===== config.mk =====
export PLATFORM = sky130hd
export DESIGN_NAME = csp_regs
export DESIGN_NICKNAME = d
export VERILOG_FILES = /design/src/hw/csp_pkg.sv /design/src/hw/csp_ram.sv /design/src/hw/csp_alu.sv /design/src/hw/csp_regs.sv
export SDC_FILE = /design/constraint.sdc
export NUM_CORES = 2
export LEC_CHECK = 0
export BUFFER_PORTS_ARGS = -buffer_cell sky130_fd_sc_hd__buf_2
export CORE_MARGIN = 2
export CORE_UTILIZATION = 40
export CTS_BUF_LIST = sky130_fd_sc_hd__clkbuf_4
export CTS_CLUSTER_SIZE = 16
export DETAILED_ROUTE_END_ITERATION = 7
export REMOVE_ABC_BUFFERS = 1
export SETUP_SLACK_MARGIN = 0.02
export SYNTH_ARGS = -nofsm -noshare
export SYNTH_HDL_FRONTEND = slang
export SYNTH_SLANG_ARGS = --single-unit

===== constraint.sdc =====
create_clock -name ref_clk -period 45.3 [get_ports ref_clk]
set_input_delay 6.795 -clock ref_clk [delete_from_list [all_inputs] [get_ports ref_clk]]
set_output_delay 6.795 -clock ref_clk [all_outputs]
set_load 0.01 [all_outputs]

===== src/hw/csp_pkg.sv =====
// Summary of operation
// - Status at 03h: page, watchdog, sleep, Z, nibble, C.
// - Watchdog flag one at reset, cleared on expiry.
// - Kick or sleep instruction sets watchdog flag.
// - Sleep flag: reset one, sleep clears, kick sets.
// - Watchdog and sleep flags ignore status writes.
// - Page bits feed jumps; page instruction touches only them.
// - Zero flag follows result of arithmetic, file move (OP_MOVF), logic.
// - Nibble carry: add carry sets, subtract borrow clears.
// - Carry: add carry sets, subtract borrow clears.
// - Carry input enable adds carry into arithmetic.
// - By default carry is not an arithmetic input.
// - Rotate right loads bit 0, left bit 7.
// - Pointer at 04h; semi-direct uses its bank bits.
// - Address 00h reaches the register the pointer names.
// - Port data at 05h-09h drive the port outputs.
// - Port reads return pin levels by default.
// - Port read source bit picks pins or registers.
// - Pointer 00h-0Fh is global; higher is banks 1-F.
package csp_pkg;
   // ==========================================================
   // Bus layout.
   localparam int AXI_AW = 8;
   localparam logic [1:0] RESP_OKAY = 2'h0;
   localparam logic [1:0] RESP_SLVERR = 2'h2;
   // ==========================================================
   // Register indices; byte address is four times the index.
   localparam logic [5:0] IDX_STATUS = 6'h03;
   localparam logic [5:0] IDX_FSP = 6'h04;
   localparam logic [5:0] IDX_PORT_A = 6'h05;
   localparam logic [5:0] IDX_CTRL = 6'h10;
   localparam logic [5:0] IDX_CMD = 6'h11;
   localparam logic [5:0] IDX_RESULT = 6'h12;
   // ==========================================================
   // Status fields.
   localparam int SB_WDOG = 4;
   localparam int SB_SLEEP = 3;
   localparam int SB_Z = 2;
   localparam int SB_NIB = 1;
   localparam int SB_C = 0;
   localparam logic [7:0] STATUS_WR_MASK = 8'hE7;
   localparam logic [7:0] STATUS_RESET = 8'h18;
   // ==========================================================
   // Control fields.
   localparam int CTRL_CIE = 0;
   localparam int CTRL_PRS = 1;
   localparam logic [7:0] CTRL_RESET = 8'h02;
   // ==========================================================
   // Command fields and file addresses.
   localparam int CMD_TO_W = 4;
   localparam logic [3:0] FA_NULL = 4'h0;
   localparam logic [3:0] FA_STATUS = 4'h3;
   localparam logic [3:0] FA_FSP = 4'h4;
   localparam logic [3:0] FA_PORT_A = 4'h5;
   localparam int RAM_AW = 9;
   typedef enum logic [3:0] {
      OP_MOVF = 4'h0, OP_MOVWF = 4'h1, OP_ADD = 4'h2, OP_SUB = 4'h3,
      OP_INC = 4'h4, OP_DEC = 4'h5, OP_AND = 4'h6, OP_OR = 4'h7,
      OP_XOR = 4'h8, OP_ROR = 4'h9, OP_ROL = 4'hA, OP_KICK = 4'hB,
      OP_SLEEP = 4'hC, OP_PAGE = 4'hD, OP_MOVLW = 4'hE, OP_NOP = 4'hF
   } csp_op_t;
   typedef enum logic [1:0] {ST_IDLE, ST_FETCH, ST_EXEC} csp_state_t;
endpackage


===== src/hw/csp_ram.sv =====
`timescale 1ns/1ps
module csp_ram
#(
   parameter int AW = 9,
   parameter int DW = 8
)
(
   // Clock and reset.
   input wire logic ref_clk,
   input wire logic rst_b,
   // Write side.
   input wire logic we,
   input wire logic [AW-1:0] waddr,
   input wire logic [DW-1:0] wdata,
   // Read side.
   input wire logic [AW-1:0] raddr,
   output logic [DW-1:0] rdata_ff
);
   logic [DW-1:0] mem [2**AW];

   always_ff @(posedge ref_clk)
   begin
      if (we)
      begin
         mem[waddr] <= wdata;
      end
   end

   always_ff @(posedge ref_clk or negedge rst_b)
   begin
      if (!rst_b)
      begin
         rdata_ff <= '0;
      end
      else
      begin
         rdata_ff <= mem[raddr];
      end
   end
endmodule


===== src/hw/csp_alu.sv =====
`timescale 1ns/1ps
module csp_alu
(
   // Operation.
   input wire csp_pkg::csp_op_t op,
   input wire logic to_w,
   // Operands.
   input wire logic [7:0] a,
   input wire logic [7:0] w,
   input wire logic [7:0] lit,
   input wire logic c_in,
   input wire logic cie,
   // Results.
   output logic [7:0] res,
   output logic wr_file,
   output logic wr_w,
   output logic z_upd,
   output logic z,
   output logic nc_upd,
   output logic nc,
   output logic c_upd,
   output logic c
);
   logic sub;
   logic cin;
   logic [7:0] bb;
   logic [4:0] lo5;
   logic [8:0] full;

   always_comb
   begin
      sub = (op == csp_pkg::OP_SUB);
      bb = sub ? ~w : w;
      // Subtraction adds the inverse, so carry out means no borrow.
      cin = cie ? c_in : sub;
      lo5 = {1'b0, a[3:0]} + {1'b0, bb[3:0]} + {4'h0, cin};
      full = {1'b0, a} + {1'b0, bb} + {8'h00, cin};
      res = a;
      wr_file = 1'b0;
      wr_w = 1'b0;
      z_upd = 1'b0;
      nc_upd = 1'b0;
      c_upd = 1'b0;
      c = c_in;
      nc = lo5[4];
      unique case (op)
         csp_pkg::OP_ADD, csp_pkg::OP_SUB:
         begin
            res = full[7:0];
            c = full[8];
            z_upd = 1'b1;
            nc_upd = 1'b1;
            c_upd = 1'b1;
         end
         csp_pkg::OP_MOVF: z_upd = 1'b1;
         csp_pkg::OP_INC:
         begin
            res = a + 8'h01;
            z_upd = 1'b1;
         end
         csp_pkg::OP_DEC:
         begin
            res = a - 8'h01;
            z_upd = 1'b1;
         end
         csp_pkg::OP_AND:
         begin
            res = a & w;
            z_upd = 1'b1;
         end
         csp_pkg::OP_OR:
         begin
            res = a | w;
            z_upd = 1'b1;
         end
         csp_pkg::OP_XOR:
         begin
            res = a ^ w;
            z_upd = 1'b1;
         end
         csp_pkg::OP_ROR:
         begin
            res = {c_in, a[7:1]};
            c = a[0];
            c_upd = 1'b1;
         end
         csp_pkg::OP_ROL:
         begin
            res = {a[6:0], c_in};
            c = a[7];
            c_upd = 1'b1;
         end
         csp_pkg::OP_MOVWF: res = w;
         csp_pkg::OP_MOVLW: res = lit;
         csp_pkg::OP_KICK, csp_pkg::OP_SLEEP, csp_pkg::OP_PAGE,
         csp_pkg::OP_NOP: res = a;
      endcase
      z = (res == 8'h00);
      if (op == csp_pkg::OP_MOVWF)
      begin
         wr_file = 1'b1;
      end
      else if (op == csp_pkg::OP_MOVLW)
      begin
         wr_w = 1'b1;
      end
      else if (op < csp_pkg::OP_KICK)
      begin
         wr_w = to_w;
         wr_file = ~to_w;
      end
   end
endmodule


===== src/hw/csp_regs.sv =====
// Our own choice: the AXI4-Lite slave port.
`timescale 1ns/1ps
module csp_regs
#(
   parameter int N_PORTS = 5
)
(
   // Clock and reset.
   input wire logic ref_clk,
   input wire logic rst_b,
   // AXI4-Lite write address and data.
   input wire logic [csp_pkg::AXI_AW-1:0] s_axi_awaddr,
   input wire logic s_axi_awvalid,
   output logic s_axi_awready,
   input wire logic [31:0] s_axi_wdata,
   input wire logic [3:0] s_axi_wstrb,
   input wire logic s_axi_wvalid,
   output logic s_axi_wready,
   // AXI4-Lite write response.
   output logic [1:0] s_axi_bresp,
   output logic s_axi_bvalid,
   input wire logic s_axi_bready,
   // AXI4-Lite read.
   input wire logic [csp_pkg::AXI_AW-1:0] s_axi_araddr,
   input wire logic s_axi_arvalid,
   output logic s_axi_arready,
   output logic [31:0] s_axi_rdata,
   output logic [1:0] s_axi_rresp,
   output logic s_axi_rvalid,
   input wire logic s_axi_rready,
   // Port pins and core signals.
   input wire logic [8*N_PORTS-1:0] port_pin_in,
   output logic [8*N_PORTS-1:0] port_out,
   input wire logic wdt_expire,
   output logic [2:0] page_select_bits
);
   // ==========================================================
   // Declarations.
   csp_pkg::csp_state_t state_ff;
   csp_pkg::csp_state_t nxt_state;
   csp_pkg::csp_op_t op;
   logic [7:0] status_ff;
   logic [7:0] nxt_status;
   logic [7:0] fsp_ff;
   logic [7:0] ctrl_ff;
   logic [7:0] w_ff;
   logic [23:0] cmd_ff;
   logic awready_ff;
   logic wready_ff;
   logic bvalid_ff;
   logic [1:0] bresp_ff;
   logic arready_ff;
   logic rvalid_ff;
   logic [1:0] rresp_ff;
   logic [31:0] rdata_ff;
   logic [7:0] port_ff [N_PORTS];
   logic [7:0] port_rd [N_PORTS];
   logic [5:0] wr_idx;
   logic [5:0] rd_idx;
   logic wr_fire;
   logic wr_map;
   logic wr_en;
   logic [31:0] rd_word;
   logic rd_map;
   logic is_global;
   logic [3:0] bank;
   logic [3:0] lo;
   logic [csp_pkg::RAM_AW-1:0] ram_addr;
   logic [7:0] ram_rdata;
   logic [7:0] file_rd;
   logic hit_special;
   logic exec;
   logic [7:0] alu_res;
   logic alu_wr_file;
   logic alu_wr_w;
   logic z_upd;
   logic z_val;
   logic nc_upd;
   logic nc_val;
   logic c_upd;
   logic c_val;
   logic file_we;

   // ==========================================================
   // Outputs.
   assign s_axi_awready = awready_ff;
   assign s_axi_wready = wready_ff;
   assign s_axi_bvalid = bvalid_ff;
   assign s_axi_bresp = bresp_ff;
   assign s_axi_arready = arready_ff;
   assign s_axi_rvalid = rvalid_ff;
   assign s_axi_rresp = rresp_ff;
   assign s_axi_rdata = rdata_ff;
   assign page_select_bits = status_ff[7:5];

   // ==========================================================
   // Write channel. Writes are taken only while idle, so an
   // instruction never races a bus write for the same register.
   assign wr_idx = s_axi_awaddr[7:2];
   assign wr_fire = awready_ff & s_axi_awvalid & s_axi_wvalid;
   assign wr_map = (wr_idx == csp_pkg::IDX_STATUS)
      || (wr_idx == csp_pkg::IDX_FSP)
      || ((wr_idx >= csp_pkg::IDX_PORT_A)
         && (wr_idx < csp_pkg::IDX_PORT_A + 6'(N_PORTS)))
      || (wr_idx == csp_pkg::IDX_CTRL)
      || (wr_idx == csp_pkg::IDX_CMD);
   assign wr_en = wr_fire & wr_map & s_axi_wstrb[0];

   always_ff @(posedge ref_clk or negedge rst_b)
   begin
      if (!rst_b)
      begin
         awready_ff <= 1'b0;
         wready_ff <= 1'b0;
      end
      else
      begin
         awready_ff <= s_axi_awvalid & s_axi_wvalid & ~awready_ff
            & ~bvalid_ff & (state_ff == csp_pkg::ST_IDLE);
         wready_ff <= s_axi_awvalid & s_axi_wvalid & ~awready_ff
            & ~bvalid_ff & (state_ff == csp_pkg::ST_IDLE);
      end
   end

   always_ff @(posedge ref_clk or negedge rst_b)
   begin
      if (!rst_b)
      begin
         bvalid_ff <= 1'b0;
         bresp_ff <= csp_pkg::RESP_OKAY;
      end
      else if (wr_fire)
      begin
         bvalid_ff <= 1'b1;
         bresp_ff <= wr_map ? csp_pkg::RESP_OKAY : csp_pkg::RESP_SLVERR;
      end
      else if (s_axi_bready)
      begin
         bvalid_ff <= 1'b0;
      end
   end

   // ==========================================================
   // Read channel.
   assign rd_idx = s_axi_araddr[7:2];

   always_comb
   begin
      rd_word = 32'h0000_0000;
      rd_map = 1'b1;
      if (rd_idx == csp_pkg::IDX_STATUS)
      begin
         rd_word[7:0] = status_ff;
      end
      else if (rd_idx == csp_pkg::IDX_FSP)
      begin
         rd_word[7:0] = fsp_ff;
      end
      else if (rd_idx == csp_pkg::IDX_CTRL)
      begin
         rd_word[7:0] = ctrl_ff;
      end
      else if (rd_idx == csp_pkg::IDX_CMD)
      begin
         rd_word[23:0] = cmd_ff;
      end
      else if (rd_idx == csp_pkg::IDX_RESULT)
      begin
         rd_word[8] = (state_ff != csp_pkg::ST_IDLE);
         rd_word[7:0] = w_ff;
      end
      else
      begin
         rd_map = 1'b0;
      end
      for (int i = 0; i < N_PORTS; i++)
      begin
         if (rd_idx == csp_pkg::IDX_PORT_A + 6'(i))
         begin
            rd_word[7:0] = port_rd[i];
            rd_map = 1'b1;
         end
      end
   end

   always_ff @(posedge ref_clk or negedge rst_b)
   begin
      if (!rst_b)
      begin
         arready_ff <= 1'b0;
      end
      else
      begin
         arready_ff <= s_axi_arvalid & ~arready_ff & ~rvalid_ff;
      end
   end

   always_ff @(posedge ref_clk or negedge rst_b)
   begin
      if (!rst_b)
      begin
         rvalid_ff <= 1'b0;
         rresp_ff <= csp_pkg::RESP_OKAY;
         rdata_ff <= 32'h0000_0000;
      end
      else if (arready_ff && s_axi_arvalid)
      begin
         rvalid_ff <= 1'b1;
         rresp_ff <= rd_map ? csp_pkg::RESP_OKAY : csp_pkg::RESP_SLVERR;
         rdata_ff <= rd_word;
      end
      else if (s_axi_rready)
      begin
         rvalid_ff <= 1'b0;
      end
   end

   // ==========================================================
   // Instruction sequencing: fetch the operand, then execute.
   assign exec = (state_ff == csp_pkg::ST_EXEC);
   assign op = csp_pkg::csp_op_t'(cmd_ff[3:0]);

   always_comb
   begin
      nxt_state = state_ff;
      unique case (state_ff)
         csp_pkg::ST_IDLE:
            if (wr_en && (wr_idx == csp_pkg::IDX_CMD))
            begin
               nxt_state = csp_pkg::ST_FETCH;
            end
         csp_pkg::ST_FETCH: nxt_state = csp_pkg::ST_EXEC;
         csp_pkg::ST_EXEC: nxt_state = csp_pkg::ST_IDLE;
      endcase
   end

   always_ff @(posedge ref_clk or negedge rst_b)
   begin
      if (!rst_b)
      begin
         state_ff <= csp_pkg::ST_IDLE;
      end
      else
      begin
         state_ff <= nxt_state;
      end
   end

   always_ff @(posedge ref_clk or negedge rst_b)
   begin
      if (!rst_b)
      begin
         cmd_ff <= {16'h0000, 8'h0F};
      end
      else if (wr_en && (wr_idx == csp_pkg::IDX_CMD))
      begin
         cmd_ff <= s_axi_wdata[23:0];
      end
   end

   // ==========================================================
   // File address resolution.
   always_comb
   begin
      if (cmd_ff[12:8] == 5'h00)
      begin
         is_global = (fsp_ff[7:4] == 4'h0);
         bank = fsp_ff[7:4];
         lo = fsp_ff[3:0];
      end
      else if (cmd_ff[12])
      begin
         is_global = 1'b0;
         bank = fsp_ff[7:4];
         lo = cmd_ff[11:8];
      end
      else
      begin
         is_global = 1'b1;
         bank = 4'h0;
         lo = cmd_ff[11:8];
      end
      ram_addr = {is_global, bank, lo};
      hit_special = is_global && ((lo == csp_pkg::FA_NULL)
         || ((lo >= csp_pkg::FA_STATUS)
         && (lo < csp_pkg::FA_PORT_A + 4'(N_PORTS))));
      file_rd = ram_rdata;
      if (is_global && (lo == csp_pkg::FA_NULL))
      begin
         file_rd = 8'h00;
      end
      else if (is_global && (lo == csp_pkg::FA_STATUS))
      begin
         file_rd = status_ff;
      end
      else if (is_global && (lo == csp_pkg::FA_FSP))
      begin
         file_rd = fsp_ff;
      end
      for (int i = 0; i < N_PORTS; i++)
      begin
         if (is_global && (lo == csp_pkg::FA_PORT_A + 4'(i)))
         begin
            file_rd = port_rd[i];
         end
      end
   end

   csp_ram #(.AW(csp_pkg::RAM_AW), .DW(8)) u_ram
   (
      .ref_clk(ref_clk),
      .rst_b(rst_b),
      .we(file_we & ~hit_special),
      .waddr(ram_addr),
      .wdata(alu_res),
      .raddr(ram_addr),
      .rdata_ff(ram_rdata)
   );

   csp_alu u_alu
   (
      .op(op),
      .to_w(cmd_ff[csp_pkg::CMD_TO_W]),
      .a(file_rd),
      .w(w_ff),
      .lit(cmd_ff[23:16]),
      .c_in(status_ff[csp_pkg::SB_C]),
      .cie(ctrl_ff[csp_pkg::CTRL_CIE]),
      .res(alu_res),
      .wr_file(alu_wr_file),
      .wr_w(alu_wr_w),
      .z_upd(z_upd),
      .z(z_val),
      .nc_upd(nc_upd),
      .nc(nc_val),
      .c_upd(c_upd),
      .c(c_val)
   );

   assign file_we = exec & alu_wr_file;

   // ==========================================================
   // Status register.
   always_comb
   begin
      nxt_status = status_ff;
      if (wr_en && (wr_idx == csp_pkg::IDX_STATUS))
      begin
         nxt_status = (s_axi_wdata[7:0] & csp_pkg::STATUS_WR_MASK)
            | (status_ff & ~csp_pkg::STATUS_WR_MASK);
      end
      if (file_we && is_global && (lo == csp_pkg::FA_STATUS))
      begin
         nxt_status = (alu_res & csp_pkg::STATUS_WR_MASK)
            | (status_ff & ~csp_pkg::STATUS_WR_MASK);
      end
      // Flag updates come after the data write so they win.
      if (exec && z_upd)
      begin
         nxt_status[csp_pkg::SB_Z] = z_val;
      end
      if (exec && nc_upd)
      begin
         nxt_status[csp_pkg::SB_NIB] = nc_val;
      end
      if (exec && c_upd)
      begin
         nxt_status[csp_pkg::SB_C] = c_val;
      end
      if (exec && (op == csp_pkg::OP_PAGE))
      begin
         nxt_status[7:5] = cmd_ff[18:16];
      end
      if (exec && (op == csp_pkg::OP_KICK))
      begin
         nxt_status[csp_pkg::SB_WDOG] = 1'b1;
         nxt_status[csp_pkg::SB_SLEEP] = 1'b1;
      end
      if (exec && (op == csp_pkg::OP_SLEEP))
      begin
         nxt_status[csp_pkg::SB_WDOG] = 1'b1;
         nxt_status[csp_pkg::SB_SLEEP] = 1'b0;
      end
      // An expiry is a hardware event and is never lost.
      if (wdt_expire)
      begin
         nxt_status[csp_pkg::SB_WDOG] = 1'b0;
      end
   end

   always_ff @(posedge ref_clk or negedge rst_b)
   begin
      if (!rst_b)
      begin
         status_ff <= csp_pkg::STATUS_RESET;
      end
      else
      begin
         status_ff <= nxt_status;
      end
   end

   // ==========================================================
   // Pointer, control and working registers.
   always_ff @(posedge ref_clk or negedge rst_b)
   begin
      if (!rst_b)
      begin
         fsp_ff <= 8'h00;
      end
      else if (wr_en && (wr_idx == csp_pkg::IDX_FSP))
      begin
         fsp_ff <= s_axi_wdata[7:0];
      end
      else if (file_we && is_global && (lo == csp_pkg::FA_FSP))
      begin
         fsp_ff <= alu_res;
      end
   end

   always_ff @(posedge ref_clk or negedge rst_b)
   begin
      if (!rst_b)
      begin
         ctrl_ff <= csp_pkg::CTRL_RESET;
      end
      else if (wr_en && (wr_idx == csp_pkg::IDX_CTRL))
      begin
         ctrl_ff <= s_axi_wdata[7:0] & csp_pkg::CTRL_RESET | s_axi_wdata[7:0]
            & 8'h01;
      end
   end

   always_ff @(posedge ref_clk or negedge rst_b)
   begin
      if (!rst_b)
      begin
         w_ff <= 8'h00;
      end
      else if (exec && alu_wr_w)
      begin
         w_ff <= alu_res;
      end
   end

   // ==========================================================
   // Ports. Pins are foreign to this clock, so two flops first.
   generate
      for (genvar p = 0; p < N_PORTS; p++)
      begin : g_port
         logic [7:0] pin_meta_ff;
         logic [7:0] pin_sync_ff;

         always_ff @(posedge ref_clk or negedge rst_b)
         begin
            if (!rst_b)
            begin
               pin_meta_ff <= 8'h00;
               pin_sync_ff <= 8'h00;
            end
            else
            begin
               pin_meta_ff <= port_pin_in[8*p +: 8];
               pin_sync_ff <= pin_meta_ff;
            end
         end

         always_ff @(posedge ref_clk or negedge rst_b)
         begin
            if (!rst_b)
            begin
               port_ff[p] <= 8'h00;
            end
            else if (wr_en && (wr_idx == csp_pkg::IDX_PORT_A + 6'(p)))
            begin
               port_ff[p] <= s_axi_wdata[7:0];
            end
            else if (file_we && is_global
               && (lo == csp_pkg::FA_PORT_A + 4'(p)))
            begin
               port_ff[p] <= alu_res;
            end
         end

         assign port_out[8*p +: 8] = port_ff[p];
         // Pins may lag a fresh write by the synchroniser delay.
         assign port_rd[p] = ctrl_ff[csp_pkg::CTRL_PRS] ? pin_sync_ff
            : port_ff[p];
      end
   endgenerate
endmodule


==> out/metrics.csv <==
stage,metric,value,unit
setup_path,cp.required,46320,ps
synthesis,synth_seq_cells,2642,
finish,final-seq-area,78300,sq um
power,switching_share,23.92,%
run_status,outcome,"finished, final reports clean",
synthesis,netlist_area,108500,sq um
finish,multi_input_area,28980,sq um
die,start_util,40.13,%
die,dieWidth,524.8,um
flow_run,cap_violations,0,
timing,fin_crit_sh,20.76,%
synthesis,ys_warn_count,0,
timing,timing.fmax,106.3,MHz
clocking,clk-insertion-delay-late,1520,ps
routing,drtAntennaViolNets,0,
synthesis,synth-simple-area-share,17.29,%
synthesis,synthMuxAreaShare,1.028,%
timing,min_period,9405,ps
synthesis,async_reset_ff_share,7.949,%
setup_path,critical_path.max_stage_delay,940,ps
global_routing,grt_pass1_wl,459.7,mm
finish,syn_to_final_growth,12.65,%
timing,clock_skew,172.9,ps
setup_path,crit_family,compound AO/OA/AOI/OAI gates,
global_routing,grt_use_total,22.03,%
finish,layout.nets,9648,
clocking,cts-root-buf,clkbuf_4,
power,pwr-share-clk,37.9,%
power,irDropWorstVdd,0.00003069,V
timing,fin_tns_setup,0,ps
placement,dpl.hpwl,175.2,mm
timing,hold_violations,0,
global_routing,overflow,0,
routing,wl_per_cell,23.14,um
routing,drc_errors,0,
placement,place_congestion,0.9042,
synthesis,yosysTopAreaCell,edfxtp_1,
setup_path,critPathBufInv,4,
clocking,cts_num_sinks,2642,
timing,worst_pin_slew,1353,ps
synthesis,postSynthCellCount,8825,
placement,port_buffers,158,
finish,drive_gt1_share,14.55,%
clocking,cts.reportedPaths.clkPinSlew,70,ps
setup_path,path_cells,"nor4_1, a21o_4, nand4_1, o221ai_1, o22ai_1, buf_4, fa_1, a21o_1, a21oi_1, o21ai_0, o21ai_0, nand2b_1, a21oi_1, xnor2_1, a221oi_1, o21ai_1, and2b_4, buf_4, buf_4, buf_4",
global_routing,grt_max_degree,186,
clocking,htreeDepth,6,
clocking,cts_buffers,683,
die,rows,191,
synthesis,synth_top_family_by_area,simple AND/OR/NAND/NOR gates,
setup_path,path_class,reg -> reg,
routing,drt-total-wl,313.0,mm
synthesis,ys_types,87,
synthesis,ys_top_cells_by_area,"edfxtp_1 67%, nand2_1 9.0%, nand3_1 5.1%, dfrtp_1 4.7%, a311oi_1 2.9%",
setup_path,cp_slowest_cell,buf_4,
die,die_h,524.8,um
synthesis,yosysSeqAreaShare,72.18,%
power,pwr-share-seq,55.6,%
clocking,post_cts_buffers,0,
die,pin_count,184,
synthesis,postSynthAreaPerCell,12.29,sq um
timing,slew-limit-headroom,8.831,%
timing,setup_ws,35890,ps
routing,drt_iter0_drc,8073,
timing,rsz0062_at_grt,false,
power,internal_power,3.942,mW
power,power.total,5.181,mW
synthesis,synth_flop_cell,edfxtp_1,
synthesis,synthAdderAreaFrac,0.4360,%
die,core,270300,sq um
power,leakage,43.77,nW
setup_path,cp_common_cell,buf_4,
setup_path,cp_max_fo,96,
hold_path,hold_path.class,reg -> reg,
routing,vias,75170,
clocking,clk_path_buf_depth,4,
placement,dp_worst_setup_slack,35720,ps
setup_path,worst_setup_path_start_kind,flip-flop,
synthesis,synth.top_cell.area_share,67.32,%
global_routing,antenna_found_initial,18,
synthesis,synth_edf_count,2432,
setup_path,cp-end-kind,flip-flop,
clocking,cts_hold_buf,0,
clocking,cts.repair.resized,0,
finish,fill_cells,24630,
synthesis,synth_xor_area_share,0.1696,%
setup_path,arrival,10430,ps
die,dieArea,275400,sq um
timing,slew_viol_final,0,
clocking,cts_tree,done,
routing,via_per_inst,5.557,
routing,dr.pass1.iters,6,
timing,setup_viol_count_final,0,
power,p_comb_share,6.6,%
synthesis,synth-compound-area-share,6.483,%
power,power_density,42.40,nW/um^2
power,power_switching,1.239,mW
global_routing,grt_pass1_vias,71740,
## per-stage QoR
| stage | util, % | instances | hold WS (ps) | area, sq um |
|---|---|---|---|---|
| final | 45.21 | 13530 | 345.7 | 122200 |
| after global routing | 45.21 | 13520 | 349.0 | 122200 |
| after CTS | 45.20 | 13520 | 349.6 | 122200 |
| after detailed placement | 42.20 | 12400 | 334.7 | 114100 |
| after global placement | 42.20 | 12400 | 333.6 | 114100 |
| after floorplan | - | 8515 | 331.2 | 107200 |
## power groups by stage
stage	clock (mW)	sequential, mW	combinational [mW]
2_1_floorplan	0	2.99	0.192
3_3_place_gp	0	2.93	0.330
3_5_place_dp	0	2.93	0.341
4_1_cts	2.01	2.88	0.341
5_1_grt	2.13	2.88	0.368
6_report	1.96	2.88	0.340
## worst register-to-register path, delay by kind of cell (launching register included)
family | cells | cell delay (ps)
AOI/OAI and AO/OA | 10 | 3080
xor gates and xnor gates | 1 | 170
adders and majority gates | 1 | 450
buffers and inverters | 4 | 2720
DFF | 1 | 650
and+or+nand+nor | 4 | 1740
## Yosys cell counts (20+ instances only)
library cell / n
nor3_1: 28
a31oi_1: 133
nor2_1: 375
inv_1: 35
ha_1: 33
a221oi_1: 26
dfrtp_1: 203
and3_1: 197
o21ai_0: 88
a21oi_1: 113
buf_1: 194
clkbuf_1: 421
nand2_1: 2609
mux2_2: 59
a22o_1: 20
a211oi_1: 59
mux2i_1: 45
a311oi_1: 363
nand3_1: 1104
edfxtp_1: 2432
## routing by layer
metal	track usage (%)	vias up	part of all wire, %
met5	0	-	0.012
met4	8.983	6	3.7
met3	4.779	642	9.2
met2	34.62	3587	47
met1	29.66	37150	40
li1	-	33780	-
## state kept, by name, indices dropped and copies added, names as in the netlist
signal              count
u_ram.mem            2432
g_port.pin_meta_ff     40
g_port.pin_sync_ff     40
port_out               40
cmd_ff                 24
s_axi_rdata            24
fsp_ff                  8
status_ff               8
u_ram.rdata_ff          8
w_ff                    8
ctrl_ff                 2
state_ff                2
s_axi_arready           1
s_axi_bresp             1
s_axi_bvalid            1
s_axi_rresp             1
s_axi_rvalid            1
s_axi_wready            1
## logic make-up (layout without fill, tap and decap cells)
family	count (synthesis)	after routing
other	1	340
AOI/OAI and AO/OA	943	943
and+or+nand+nor	4402	4402
DFF	2642	2642
muxes	104	104
buffers and inverters	676	1468
xor gates and xnor gates	21	21
adders and majority gates	36	36
## area by class of cell
type                            count  area share, %
Clock inverter                    146         0.6665
Timing Repair Buffer              312          1.774
Multi-Input combinational cell   5836          23.72
Clock buffer                      973          5.977
Inverter                           37         0.1198
Sequential cell                  2642          64.07
Tap cell                         3570          3.655
Antenna cell                       10        0.02048
## path summary, 6_finish.rpt
check	depth (start not counted)	to	slack, ps	startpoint
max in group asynchronous	3	fsp_ff[5]	37720	rst_b
min	0	g_port[3].pin_sync_ff[3]	350	g_port[3].pin_meta_ff[3]
max	20	u_ram.mem[100][7]	35890	cmd_ff[9]
min in group asynchronous	1	s_axi_bvalid	5330	rst_b
min reg2reg	0	g_port[3].pin_sync_ff[3]	350	g_port[3].pin_meta_ff[3]
max reg2reg	20	u_ram.mem[100][7]	35890	cmd_ff[9]
## layout by cell type (no fill, tap or decap), drive strengths merged, types with 11 or more instances in the layout
cell / instances
a221oi: 26
a211oi: 59
o21ai: 96
a22oi: 12
a31oi: 133
nand2: 2609
and3: 197
ha: 33
nand3: 1104
clkinv: 122
mux2: 59
xnor2: 15
clkbuf: 974
a21oi: 113
nor2: 375
a311oi: 363
buf: 311
a22o: 20
inv: 47
nor2b: 11
edfxtp: 2432
conb: 330
mux2i: 45
o22ai: 17
nor3: 28
dfrtp: 203
No activity file was read; power rests on OpenSTA's default activity.
